===== src/core/homing_pkg.sv =====
// Purpose: shared constants and types for the axis homing sequencer
// Assumes: one axis, single 200 MHz clock
// Notes:   motion is commanded as direction/speed/move levels
package homing_pkg;

    // homing mode codes
    localparam logic [5:0] MODE_CURRENT = 6'h00;
    localparam logic [5:0] MODE_REVERSE = 6'h01;
    localparam logic [5:0] MODE_PASS    = 6'h02;
    localparam logic [5:0] MODE_INDEX   = 6'h03;
    localparam logic [5:0] MODE_LIMIT   = 6'h04;

    // axis type codes
    localparam logic AXIS_INCREMENTAL = 1'b0;
    localparam logic AXIS_ABSOLUTE    = 1'b1;

    // option bit positions
    localparam int OPT_DIR     = 0;
    localparam int OPT_FORCE   = 1;
    localparam int OPT_NEAREST = 2;

    // speed select codes
    localparam logic [1:0] SPEED_STOP   = 2'h0;
    localparam logic [1:0] SPEED_FIRST  = 2'h1;
    localparam logic [1:0] SPEED_SECOND = 2'h2;

    // reset values
    localparam logic [1:0] RESET_SPEED = 2'h0;

    // axis switches and encoder index
    typedef struct packed {
        logic home_sensor;
        logic limit_pos;
        logic limit_neg;
        logic index_pulse;
        logic at_origin;
    } axis_sense_t;

    // motion command toward the drive
    typedef struct packed {
        logic       move;
        logic       dir_pos;
        logic [1:0] speed;
        logic       to_origin;
    } motion_cmd_t;

    typedef enum logic [2:0] {
        ST_IDLE,
        ST_SEEK_SWITCH,
        ST_LEAVE_SWITCH,
        ST_SEEK_INDEX,
        ST_RETURN,
        ST_DONE
    } home_state_t;

endpackage : homing_pkg


===== src/core/axis_homing_sequencer.sv =====
// Purpose: homing sequencer for one motion axis, modes 0 to 4
// Assumes: inputs synchronous to i_clk; switches already debounced
// Notes:   origin latch pulses on the captured index edge
//          no timeout: a switch or index that never shows keeps busy high
//          configuration must hold still while busy; it is read live
//          a forced search or absolute reset searches afresh in modes 1 to 4; mode 0 takes current position
// Contract
// - mode 1 reverse at sensor, take index
// - mode 2 pass sensor, take index
// - mode 3 index search at second speed
// - mode 4 limit as home, reverse, index
// - mode 4 direction bit picks limit
// - axis type 0 incremental, 1 absolute
// - incremental without origin searches, not retained
// - absolute searches if unset or forced, retained
// - origin set, not forced: return to origin
// - mode 3 forced: index search again
// - mode 3 unset: search index by direction
// - mode 3 linear return at first speed
// - mode 3 rotary nearest or machine origin
// - absolute reset searches; incremental ignores it
// - mode 0 takes current position
`timescale 1ns/10ps
`default_nettype none

module axis_homing_sequencer (
    // clock and reset
    input  wire logic                 i_clk,
    input  wire logic                 i_rst_n,
    // configuration
    input  wire logic [5:0]           i_homing_mode_select,
    input  wire logic                 i_axis_type_select,
    input  wire logic [2:0]           i_homing_option_bits,
    input  wire logic                 i_rotary_axis,
    // requests
    input  wire logic                 i_home_request,
    input  wire logic                 i_abs_origin_reset,
    input  wire logic                 i_power_up,
    // axis sensing
    input  wire homing_pkg::axis_sense_t i_sense,
    // motion command and status
    output homing_pkg::motion_cmd_t   o_cmd,
    output logic                      o_origin_latch,
    output logic                      o_origin_valid,
    output logic                      o_origin_retained,
    output logic                      o_busy,
    output logic                      o_ignored
);

    // sequence state and per-run bookkeeping
    homing_pkg::home_state_t state;
    homing_pkg::home_state_t next_state;
    logic                    reversed;
    logic                    nearest_run;

    // decoded configuration
    logic dir_pos;
    logic force_search;
    logic is_absolute;
    logic mode_switch;
    logic mode_known;
    logic start_req;
    logic abs_cmd;
    logic need_search;
    logic reverse_mode;
    logic nearest_now;
    logic index_hit;
    logic take_current;

    assign is_absolute  = (i_axis_type_select == homing_pkg::AXIS_ABSOLUTE);
    // option bits and switch-mode classes
    assign dir_pos      = i_homing_option_bits[homing_pkg::OPT_DIR];
    assign force_search = i_homing_option_bits[homing_pkg::OPT_FORCE];
    assign mode_switch  = (i_homing_mode_select == homing_pkg::MODE_REVERSE)
                       || (i_homing_mode_select == homing_pkg::MODE_PASS)
                       || (i_homing_mode_select == homing_pkg::MODE_LIMIT);
    assign mode_known   = mode_switch
                       || (i_homing_mode_select == homing_pkg::MODE_INDEX)
                       || (i_homing_mode_select == homing_pkg::MODE_CURRENT);
    // absolute reset only acts on an absolute axis
    assign abs_cmd      = i_abs_origin_reset && is_absolute;
    assign start_req    = (i_home_request || abs_cmd) && mode_known;
    // search when no origin, forced, or absolute reset
    assign need_search  = !o_origin_valid || force_search || abs_cmd;

    // function: the switch that acts as home in the current mode
    function automatic logic home_switch(input logic [5:0] mode,
                                         input homing_pkg::axis_sense_t s,
                                         input logic dpos);
        logic hit;
        hit = s.home_sensor;
        if (mode == homing_pkg::MODE_LIMIT) begin
            hit = dpos ? s.limit_pos : s.limit_neg;
        end
        return hit;
    endfunction : home_switch

    // function: modes that turn back once the switch is reached
    function automatic logic turns_back(input logic [5:0] mode);
        logic back;
        back = 1'b0;
        if ((mode == homing_pkg::MODE_REVERSE)
            || (mode == homing_pkg::MODE_LIMIT)) begin
            back = 1'b1;
        end
        return back;
    endfunction : turns_back

    logic at_switch;
    assign at_switch = home_switch(i_homing_mode_select, i_sense, dir_pos);

    assign reverse_mode = turns_back(i_homing_mode_select);
    // nearest run known while still idle
    assign nearest_now  = (state == homing_pkg::ST_IDLE)
                        ? ((next_state == homing_pkg::ST_SEEK_INDEX)
                           && !need_search)
                        : nearest_run;
    // index edge met during the search
    assign index_hit    = (state == homing_pkg::ST_SEEK_INDEX)
                        && i_sense.index_pulse;
    assign take_current = (state == homing_pkg::ST_IDLE) && start_req
                        && (i_homing_mode_select
                            == homing_pkg::MODE_CURRENT);

    // next state of the sequence
    always_comb begin
        next_state = state;
        unique case (state)
            homing_pkg::ST_IDLE: begin
                if (start_req) begin
                    if (i_homing_mode_select == homing_pkg::MODE_CURRENT) begin
                        next_state = homing_pkg::ST_DONE;
                    end else if (need_search) begin
                        // mode 3 goes straight to index
                        next_state = mode_switch ? homing_pkg::ST_SEEK_SWITCH
                                                 : homing_pkg::ST_SEEK_INDEX;
                    end else if (i_homing_mode_select == homing_pkg::MODE_INDEX
                                 && i_rotary_axis
                                 && i_homing_option_bits[homing_pkg::OPT_NEAREST])
                    begin
                        next_state = homing_pkg::ST_SEEK_INDEX;
                    end else begin
                        next_state = homing_pkg::ST_RETURN;
                    end
                end
            end
            homing_pkg::ST_SEEK_SWITCH: begin
                if (at_switch) begin
                    next_state = (i_homing_mode_select == homing_pkg::MODE_PASS)
                               ? homing_pkg::ST_LEAVE_SWITCH
                               : homing_pkg::ST_SEEK_INDEX;
                end
            end
            homing_pkg::ST_LEAVE_SWITCH: begin
                if (!at_switch) begin
                    next_state = homing_pkg::ST_SEEK_INDEX;
                end
            end
            homing_pkg::ST_SEEK_INDEX: begin
                if (i_sense.index_pulse) begin
                    next_state = homing_pkg::ST_DONE;
                end
            end
            homing_pkg::ST_RETURN: begin
                if (i_sense.at_origin) begin
                    next_state = homing_pkg::ST_DONE;
                end
            end
            homing_pkg::ST_DONE: begin
                // one cycle to report completion
                next_state = homing_pkg::ST_IDLE;
            end
            default: next_state = homing_pkg::ST_IDLE;
        endcase
    end

    // state register
    always_ff @(posedge i_clk) begin
        if (!i_rst_n) begin
            state <= homing_pkg::ST_IDLE;
        end else begin
            state <= next_state;
        end
    end

    // reversal flag: set once the switch is met in modes 1 and 4
    always_ff @(posedge i_clk) begin
        if (!i_rst_n) begin
            reversed <= 1'b0;
        end else if (state == homing_pkg::ST_IDLE) begin
            reversed <= 1'b0;
        end else if (state == homing_pkg::ST_SEEK_SWITCH && at_switch) begin
            reversed <= reverse_mode;
        end
    end

    // nearest-origin run flag, fixed when the run starts
    always_ff @(posedge i_clk) begin
        if (!i_rst_n) begin
            nearest_run <= 1'b0;
        end else if (state == homing_pkg::ST_IDLE) begin
            nearest_run <= nearest_now;
        end
    end

    // motion command toward the drive
    always_ff @(posedge i_clk) begin
        if (!i_rst_n) begin
            o_cmd <= '{move: 1'b0, dir_pos: 1'b0,
                       speed: homing_pkg::RESET_SPEED, to_origin: 1'b0};
        end else begin
            // move while searching or returning
            o_cmd.move      <= (next_state != homing_pkg::ST_IDLE)
                            && (next_state != homing_pkg::ST_DONE);
            o_cmd.to_origin <= (next_state == homing_pkg::ST_RETURN);
            o_cmd.dir_pos   <= (next_state == homing_pkg::ST_SEEK_INDEX
                                && (reversed
                                    || (state == homing_pkg::ST_SEEK_SWITCH
                                        && at_switch && reverse_mode)))
                             ? !dir_pos : dir_pos;
            unique case (next_state)
                homing_pkg::ST_SEEK_INDEX:
                    // second speed; nearest run first speed
                    o_cmd.speed <= nearest_now ? homing_pkg::SPEED_FIRST
                                               : homing_pkg::SPEED_SECOND;
                homing_pkg::ST_SEEK_SWITCH,
                homing_pkg::ST_LEAVE_SWITCH,
                homing_pkg::ST_RETURN:
                    o_cmd.speed <= homing_pkg::SPEED_FIRST;
                default:
                    o_cmd.speed <= homing_pkg::SPEED_STOP;
            endcase
        end
    end

    // index capture marks the origin
    always_ff @(posedge i_clk) begin
        if (!i_rst_n) begin
            o_origin_latch <= 1'b0;
        end else begin
            o_origin_latch <= index_hit || take_current;
        end
    end

    // origin status: retained only on an absolute axis
    always_ff @(posedge i_clk) begin
        if (!i_rst_n) begin
            o_origin_valid    <= 1'b0;
            o_origin_retained <= 1'b0;
        end else if (state == homing_pkg::ST_DONE) begin
            // set on completion, wins over power-up
            o_origin_valid    <= 1'b1;
            o_origin_retained <= is_absolute;
        end else if (i_power_up && !o_origin_retained) begin
            o_origin_valid <= 1'b0;
        end
    end

    // busy flag: high while a sequence runs
    always_ff @(posedge i_clk) begin
        if (!i_rst_n) begin
            o_busy <= 1'b0;
        end else begin
            o_busy <= (next_state != homing_pkg::ST_IDLE);
        end
    end

    // ignored pulse for a refused absolute reset
    always_ff @(posedge i_clk) begin
        if (!i_rst_n) begin
            o_ignored <= 1'b0;
        end else begin
            o_ignored <= i_abs_origin_reset && !is_absolute
                      && (state == homing_pkg::ST_IDLE);
        end
    end

endmodule : axis_homing_sequencer

`default_nettype wire


===== config.mk =====
export PLATFORM = sky130hd
export DESIGN_NAME = axis_homing_sequencer
export DESIGN_NICKNAME = d
export VERILOG_FILES = /design/src/core/homing_pkg.sv /design/src/core/axis_homing_sequencer.sv
export SDC_FILE = /design/constraint.sdc
export NUM_CORES = 1
export LEC_CHECK = 0
export BUFFER_PORTS_ARGS = -buffer_cell sky130_fd_sc_hd__clkbuf_2
export CAP_MARGIN = 20
export CORE_UTILIZATION = 45
export DETAILED_ROUTE_END_ITERATION = 10
export PLACE_DENSITY = 0.71
export SKIP_LAST_GASP = 1
export SLEW_MARGIN = 25
export SYNTH_ARGS = -nofsm -noshare
export SYNTH_HDL_FRONTEND = slang
export SYNTH_SLANG_ARGS = --single-unit

===== constraint.sdc =====
create_clock -name i_clk -period 2.57 [get_ports i_clk]
set_input_delay 0.1285 -clock i_clk [delete_from_list [all_inputs] [get_ports i_clk]]
set_output_delay 0.1285 -clock i_clk [all_outputs]
set_load 0.005 [all_outputs]

==> results_dict.tcl, run 1 <==
set metrics [dict create \
    drt_iter0_markers 15 \
    cts_resized 0 \
    layout_commonest_cell "clkbuf_2" \
    p_leak_nw 0.455 \
    synth_edf_count 0 \
    drive_gt1_share_pct 30.2 \
    groute.usage.overall_pct 19.0 \
    placed_area_sq_um 1000 \
    switchingPower_w 0.000165 \
    htreeDepth 1 \
    max-vdd-ir-drop_mv 0.372 \
    fillerInstances 171 \
    num_rows 15 \
    cp.required_ps 2780 \
    p_int_w 0.000375 \
    switching_share_pct 30.6 \
    fin_cells 154 \
    critical_path_class "reg2reg" \
    cts_hold_buf 0 \
    wl_per_cell_um 10.9 \
    startpoint_type "flip-flop" \
    die_h_um 45.3 \
    drt_pre_antenna_iters 4 \
    slew_viol_final 0 \
    core_area_sq_um 1750 \
    dp.cells 150 \
    yosysUniqueCellTypes 37 \
    status "completed" \
    finalPower_w 0.000540 \
    final_net_count 151 \
    antenna_found_initial 0 \
    path_max_fanout 8 \
    syn_avg_cell_area_sq_um 8.59 \
    final_cell_mix "clkbuf_2 (30), dfxtp_1 (15), nor2_1 (10), nand2_1 (9)" \
    clk_latency_ps 280 \
    area_growth_pct 22.4 \
    timing.fmax_mhz 441 \
    grt_pass1_wl_um 2840 \
    grt_max_degree 10 \
    grt_overflow_total 0 \
    synthArstFlopShare_pct 0 \
    pwr-share-clk_pct 24.4 \
    fin_area_sq_um 1030 \
    die_w_um 45.3 \
    seqPwrFrac_pct 48.8 \
    ys.flop_type "dfxtp_1" \
    drt-total-wl_um 1690 \
    period_needed_ps 2270 \
    ys_seq_elements 15 \
    power.combinational.fraction_pct 26.8 \
    hp-class "in2reg" \
    syn_inst 98 \
    ys_warn_count 0 \
    grt_pass1_vias 695 \
    dp_hpwl_um 1340 \
    slew_headroom_pct 44.6 \
    fin_crit_sh_pct 88.2 \
    ant_nets 0 \
    antenna_cells 0 \
    cts_sinks 15 \
    viasPerCell 5.08 \
    path_clk_slew_ps 80 \
    cap_violations 0 \
    dieArea_sq_um 2050 \
    crit_path_end_kind "flip-flop" \
    power_density_nw_per_um2 524 \
    cts_root_buf "clkbuf_4" \
    crit_arrival_ps 2470 \
    tightest_slew_ps 826 \
    initial_core_util_pct 48.2 \
    synthesis.nets 119 \
    tritoncts "yes" \
    post-route-drc-count 0 \
    post-cts-setup-buffers 0 \
    setup_violations 0 \
    portBuffers 30 \
    ioPinCount 31 \
    cts_buffers 3 \
    synth_seq_area_share_pct 35.7 \
    vias 783 \
    clk_path_buf_depth 2 \
    finClkSkew_ps 5.18 \
    rsz0062_at_grt "false" \
    gp_congestion 0.764 \
    setup-tns-final_ps 0 \
    hold_viol_final 0 \
    syn-cell-area_sq_um 842 \
]
per-layer routing:
layer	wire, um	global-route usage (%)	vias to the layer above
met5	0	0	-
met4	10	3.64	0
met3	82	6.00	2
met2	793	29.9	17
met1	799	25.6	342
li1	-	-	422
per-stage QoR:
stage / setup slack (ps) / utilization, % / hold WS, ps
after floorplan: 499 / - / 205
after global placement: 347 / 57.6 / 344
after CTS: 304 / 59.1 / 46.0
after global routing: 209 / 59.1 / 62.0
final: 302 / 59.1 / 42.7
after detailed placement: 320 / 57.6 / 345
power by group through the flow:
stage	registers, W	logic (W)	clock network [W]
after floorplan	0.000269	0.000105	0
after global placement	0.000268	0.000143	0
after detailed placement	0.000269	0.000146	0
after CTS	0.000263	0.000146	0.000133
after global routing	0.000266	0.000162	0.000147
final	0.000264	0.000145	0.000132
final cells by class:
cell class / count / area, sq um / share of cell area, %
timing repair buffer: 31 / 158 / 15.3
tap: 25 / 31.3 / 3.03
inverter: 3 / 11.3 / 1.09
sequential: 15 / 300 / 29.1
multi-input combinational: 76 / 504 / 48.9
clock buffer: 4 / 26.3 / 2.55
final timing paths:
kind | startpoint | end | slack, ps | cells past startpoint
setup / recovery | state[0] | o_cmd[1] | 300 | 6
hold / removal | i_axis_type_select | o_ignored | 40 | 2
setup reg to reg | state[0] | o_cmd[1] | 300 | 6
hold reg to reg | reversed | reversed | 510 | 2
synth_stat cells, types with 2 or more instances:
master,n,share of area (%)
and3_1,3,2.2
nor3_1,4,2.4
xnor2_1,2,2.1
and2_1,2,1.5
or3_1,5,3.7
inv_1,3,1.3
mux2i_1,4,4.8
buf_2,2,1.2
a21o_1,2,1.8
and4_1,2,2.1
nor2_1,10,4.5
o211ai_1,2,1.8
dfxtp_1,15,36
nor2b_1,2,1.5
a31oi_1,2,1.5
nand2_1,9,4.0
a21oi_1,5,3.0
o41a_1,2,2.7
nand3b_1,2,1.8
o21ai_0,3,1.8
flip-flops by register name (all words and copies together), names as in the netlist:
register,flops
o_origin_valid,1
nearest_run,1
o_origin_retained,1
o_busy,1
state,3
o_ignored,1
o_cmd,5
reversed,1
o_origin_latch,1
cells by family after synthesis:
logic type / Yosys count / synth area share, %
mux: 4 / 4.76
xor+xnor: 3 / 3.12
buf+inv: 7 / 4.46
compound gates: 22 / 19.0
flops: 15 / 35.7
simple gates: 47 / 33.0
worst max-delay path, stage by stage, from the launching register on:
cell and delay (ps):
dfxtp_1 380, or3_1 560, or3_1 420, o41a_1 390
o21ai_2 100, nand3_1 130, a211oi_2 210
Power figures use the tool's default switching activity.
==> run 2: changes to the inputs <==
--- a/config.mk
+++ b/config.mk
@@ -7,6 +7,7 @@
 export LEC_CHECK = 0
 export BUFFER_PORTS_ARGS = -buffer_cell sky130_fd_sc_hd__clkbuf_2
 export CAP_MARGIN = 20
+export CORE_MARGIN = 1.5
 export CORE_UTILIZATION = 45
 export DETAILED_ROUTE_END_ITERATION = 10
 export PLACE_DENSITY = 0.71
==> run 2 against run 1 <==
Compared with the run above:
- flip-flop and latch count did not move
- routed wire length increased by 6.9%
- setup slack got worse by 3.4 ps
- critical endpoint is now o_cmd[3]
- critical path type unchanged
- cell count unchanged
- sequential power about the same
- critical path depth unchanged
- die area increased by 4.5%
- count of clock-buffer cells in the layout down 1
- clock power about the same
- register-to-register slack barely moved
- sequential share of layout area about the same
- worst hold slack barely moved
==> results_dict.tcl, run 2 (synthesized netlist as in run 1, its figures left out) <==
set metrics [dict create \
    p_leak_nw 0.458 \
    drt_iter0_markers 21 \
    dp_hpwl_um 1400 \
    die_w_um 46.3 \
    largest_reg_flops 5 \
    path_max_fanout 8 \
    tritoncts "yes" \
    ioPinCount 31 \
    post-cts-setup-buffers 0 \
    status "completed" \
    initial_core_util_pct 48.2 \
    viasPerCell 5.34 \
    top_regs "o_cmd (5), state (3)" \
    vias 823 \
    num_rows 15 \
    hp-class "in2reg" \
    dieArea_sq_um 2140 \
    cts_resized 0 \
    rsz0062_at_grt "false" \
    fin_crit_sh_pct 88.4 \
    worstHoldPathCells 2 \
    portBuffers 30 \
    multi_input_area_sq_um 504 \
    crit_path_end_kind "flip-flop" \
    drive_gt1_share_pct 31.0 \
    final_net_count 151 \
    layout_commonest_cell "clkbuf_2" \
    critical_path_class "reg2reg" \
    slew_viol_final 0 \
    grt_pass1_vias 669 \
    startpoint_type "flip-flop" \
    grt_max_degree 10 \
    hold_viol_final 0 \
    fin_cells 154 \
    clk_path_buf_depth 2 \
    cp.required_ps 2750 \
    grt_overflow_total 0 \
    groute.usage.overall_pct 19.5 \
    drt-total-wl_um 1800 \
    setup-tns-final_ps 0 \
    met2_length_um 887 \
    crit_arrival_ps 2450 \
    cts_buffers 3 \
    path_clk_slew_ps 90 \
    clk_latency_ps 280 \
    cts_root_buf "clkbuf_4" \
    finClkSkew_ps 7.22 \
    core_area_sq_um 1750 \
    ant_nets 0 \
    antenna_found_initial 0 \
    antenna_cells 0 \
    htreeDepth 1 \
    wl_per_cell_um 11.7 \
    hold_ws_ps 42.7 \
    grt_pass1_wl_um 2930 \
    max-vdd-ir-drop_mv 0.366 \
    slew_headroom_pct 43.6 \
    cts_hold_buf 0 \
    cts_sinks 15 \
    tightest_slew_ps 840 \
    cap_violations 0 \
    final_cell_mix "clkbuf_2 (30), dfxtp_1 (15), nor2_1 (10), nand2_1 (9)" \
    wl_met3_um 96 \
    reg2regPathDepth 6 \
    drt-met1-wl_um 819 \
    register_area_sq_um 300 \
    top_layer "met3" \
    gp_congestion 0.734 \
    setup_violations 0 \
    area_growth_pct 22.6 \
    post-route-drc-count 0 \
    drt_pre_antenna_iters 4 \
    period_needed_ps 2270 \
    timing.fmax_mhz 440 \
    power_density_nw_per_um2 524 \
    dp.cells 150 \
    fillerInstances 167 \
    regMostFlops "o_cmd" \
    die_h_um 46.3 \
]
[run 2: final timing paths]
path                      startpoint   endpoint  slack [ps]
hold / removal    i_axis_type_select  o_ignored          40
setup / recovery            state[0]   o_cmd[3]         300
hold reg to reg             reversed   reversed         520
setup reg to reg            state[0]   o_cmd[3]         300
[run 2: layout make-up]
class	count	share of cell area, %
multi-input cells	76	48.8
flip-flops and latches	15	29.1
repair buffers	31	15.3
well taps	25	3.03
clock buffers	3	2.18
inverters	3	1.09
clock inverters	1	0.485
[run 2: stage by stage]
step | worst slack (ps) | instance area (sq um) | total power [W] | util (%)
2_1_floorplan | 499 | 842 | 0.000374 | -
3_3_place_gp | 347 | 1000 | 0.000412 | 57.6
3_5_place_dp | 324 | 1000 | 0.000414 | 57.6
4_1_cts | 288 | 1030 | 0.000548 | 59.1
5_1_grt | 173 | 1030 | 0.000578 | 59.1
6_report | 299 | 1030 | 0.000541 | 59.1
[run 2: critical path, cell delays in order, from the launching register on]
cell and delay (ps):
dfxtp_1 380, or3_1 560, nor3_4 270, o211ai_1 120
and4_1 300, or3_1 410, mux2i_1 120
[run 2: per-layer routing]
metal,vias up,track usage [%]
met4,0,6.86
li1,423,-
met5,-,0
met2,21,30.3
met1,379,25.1
met3,0,6.27
[run 2: where the power goes]
part	internal (W)	total, W	switching [W]	leakage [nW]
clock network	0.0000578	0.000132	0.0000738	0.0177
logic	0.0000629	0.000146	0.0000830	0.318
registers	0.000252	0.000264	0.0000120	0.122
total	0.000372	0.000541	0.000169	0.458
==> run 3: changes to the inputs <==
==> constraint.sdc (replaced) <==
create_clock -name i_clk -period 2.6 [get_ports i_clk]
set_input_delay 0.13 -clock i_clk [delete_from_list [all_inputs] [get_ports i_clk]]
set_output_delay 0.13 -clock i_clk [all_outputs]
set_load 0.005 [all_outputs]
==> run 3 against run 2 <==
Compared with the run above:
- via count is 1.3% lower
- setup slack better by 21 ps
- cell count stayed put
- count of clock-buffer cells in the layout is 1 higher
- largest power group unchanged
==> results_dict.tcl, run 3 (synthesized netlist as in run 1, its figures left out) <==
set metrics [dict create \
    period_needed_ps 2280 \
    p_leak_nw 0.455 \
    min_from "i_axis_type_select" \
    drt-total-wl_um 1740 \
    cpPeakStageDelay_ps 570 \
    hp-class "in2reg" \
    grt_pass1_vias 666 \
    crit_path_frequent_cell "or3_1" \
    crit_family "simple AND/OR/NAND/NOR gates" \
    rsz0062_at_grt "false" \
    power_density_nw_per_um2 516 \
    core_area_sq_um 1750 \
    clk_latency_ps 270 \
    ioPinCount 31 \
    slew_headroom_pct 38.7 \
    layout_commonest_cell "clkbuf_2" \
    clk_path_buf_depth 2 \
    cts_sinks 15 \
    timing.fmax_mhz 439 \
    final_net_count 151 \
    post-cts-setup-buffers 0 \
    final_cell_mix "clkbuf_2 (30), dfxtp_1 (15), nor2_1 (10), nand2_1 (9)" \
    area_growth_pct 22.4 \
    path_max_fanout 8 \
    worst_hold_path.endpoint "o_ignored" \
    final_util_pct 59.1 \
    worst-path-buf-inv 0 \
    initial_core_util_pct 48.2 \
    ant_nets 0 \
    top_regs "o_cmd (5), state (3)" \
    wl_per_cell_um 11.3 \
    setup_violations 0 \
    largest_reg_flops 5 \
    path_clk_slew_ps 80 \
    dp_hpwl_um 1430 \
    num_rows 15 \
    regMostFlops "o_cmd" \
    portBuffers 30 \
    slowest_stage "or3_1" \
    rrSetupSlack_ps 320 \
    rr_startpoint "state[0]" \
    drt_iter0_markers 15 \
    antenna_found_initial 0 \
    status "completed" \
    crit_path_end_kind "flip-flop" \
    gp_congestion 0.729 \
    hold_ws_ps 55.6 \
    crit_arrival_ps 2480 \
    slew_viol_final 0 \
    grt_max_degree 10 \
    vias 812 \
    finClkSkew_ps 1.60 \
    cts_hold_buf 0 \
    hold_viol_final 0 \
    antenna_cells 0 \
    grt_pass1_wl_um 2930 \
    groute.usage.overall_pct 18.8 \
    cts_resized 0 \
    r2r-end "o_cmd[1]" \
    cts_buffers 3 \
    drt_pre_antenna_iters 4 \
    reg2regPathDepth 6 \
    grt_overflow_total 0 \
    path_cells "or3_1 -> or3_1 -> o41a_1 -> o21ai_2 -> nand3_1 -> a211oi_2" \
    die_h_um 46.3 \
    cts_root_buf "clkbuf_4" \
    cp.required_ps 2800 \
    tritoncts "yes" \
    critical_path_class "reg2reg" \
    htreeDepth 1 \
    worstHoldPathCells 2 \
    fin_crit_sh_pct 87.7 \
    post-route-drc-count 0 \
    setup-tns-final_ps 0 \
    viasPerCell 5.27 \
    max-vdd-ir-drop_mv 0.482 \
    dieArea_sq_um 2140 \
    startpoint_type "flip-flop" \
    tightest_slew_ps 913 \
    drive_gt1_share_pct 30.2 \
    die_w_um 46.3 \
    cap_violations 0 \
]
## run 3: cell types whose count changed in the layout (fill, tap and decap cells not counted), sizes merged
cell,previous run,this run
clkbuf,33,34
clkinv,1,0
## run 3: area by class of cell
cell class,instances,area (sq um)
Sequential cell,15,300
Timing Repair Buffer,31,158
Multi-Input combinational cell,76,504
Inverter,3,11.3
Clock buffer,4,26.3
Tap cell,25,31.3
Fill cell,169,714
## run 3: routing by layer
metal	GRT usage (%)	up-vias	part of all wire (%)
met5	0	-	0
met4	3.43	0	0.23
met3	4.71	2	5.0
met2	29.4	27	49
met1	26.1	361	46
li1	-	422	-
## run 3: stage by stage
stage	total power (W)	instance area, sq um	instances	worst slack (ps)
after floorplan	0.000370	842	98	529
after global placement	0.000407	1000	150	375
after detailed placement	0.000411	1000	150	335
after CTS	0.000539	1030	154	317
after global routing	0.000571	1030	154	202
final	0.000532	1030	154	320
## run 3: how the worst max path moves through the flow
stage | slack [ps] | endpoint | startpoint | cells after the start
after global placement | 380 | o_cmd[3] | state[0] | 6
after detailed placement | 330 | o_cmd[1] | state[0] | 6
after CTS | 320 | o_cmd[1] | state[0] | 6
after global routing | 200 | o_cmd[1] | state[0] | 6
final | 320 | o_cmd[1] | state[0] | 6
after floorplan | 530 | o_cmd[3] | state[0] | 8
## run 3: report_power, final
| group | switching [W] | internal [W] |
|---|---|---|
| logic | 0.0000821 | 0.0000621 |
| registers | 0.0000121 | 0.000249 |
| clock network | 0.0000678 | 0.0000594 |
| total | 0.000162 | 0.000370 |
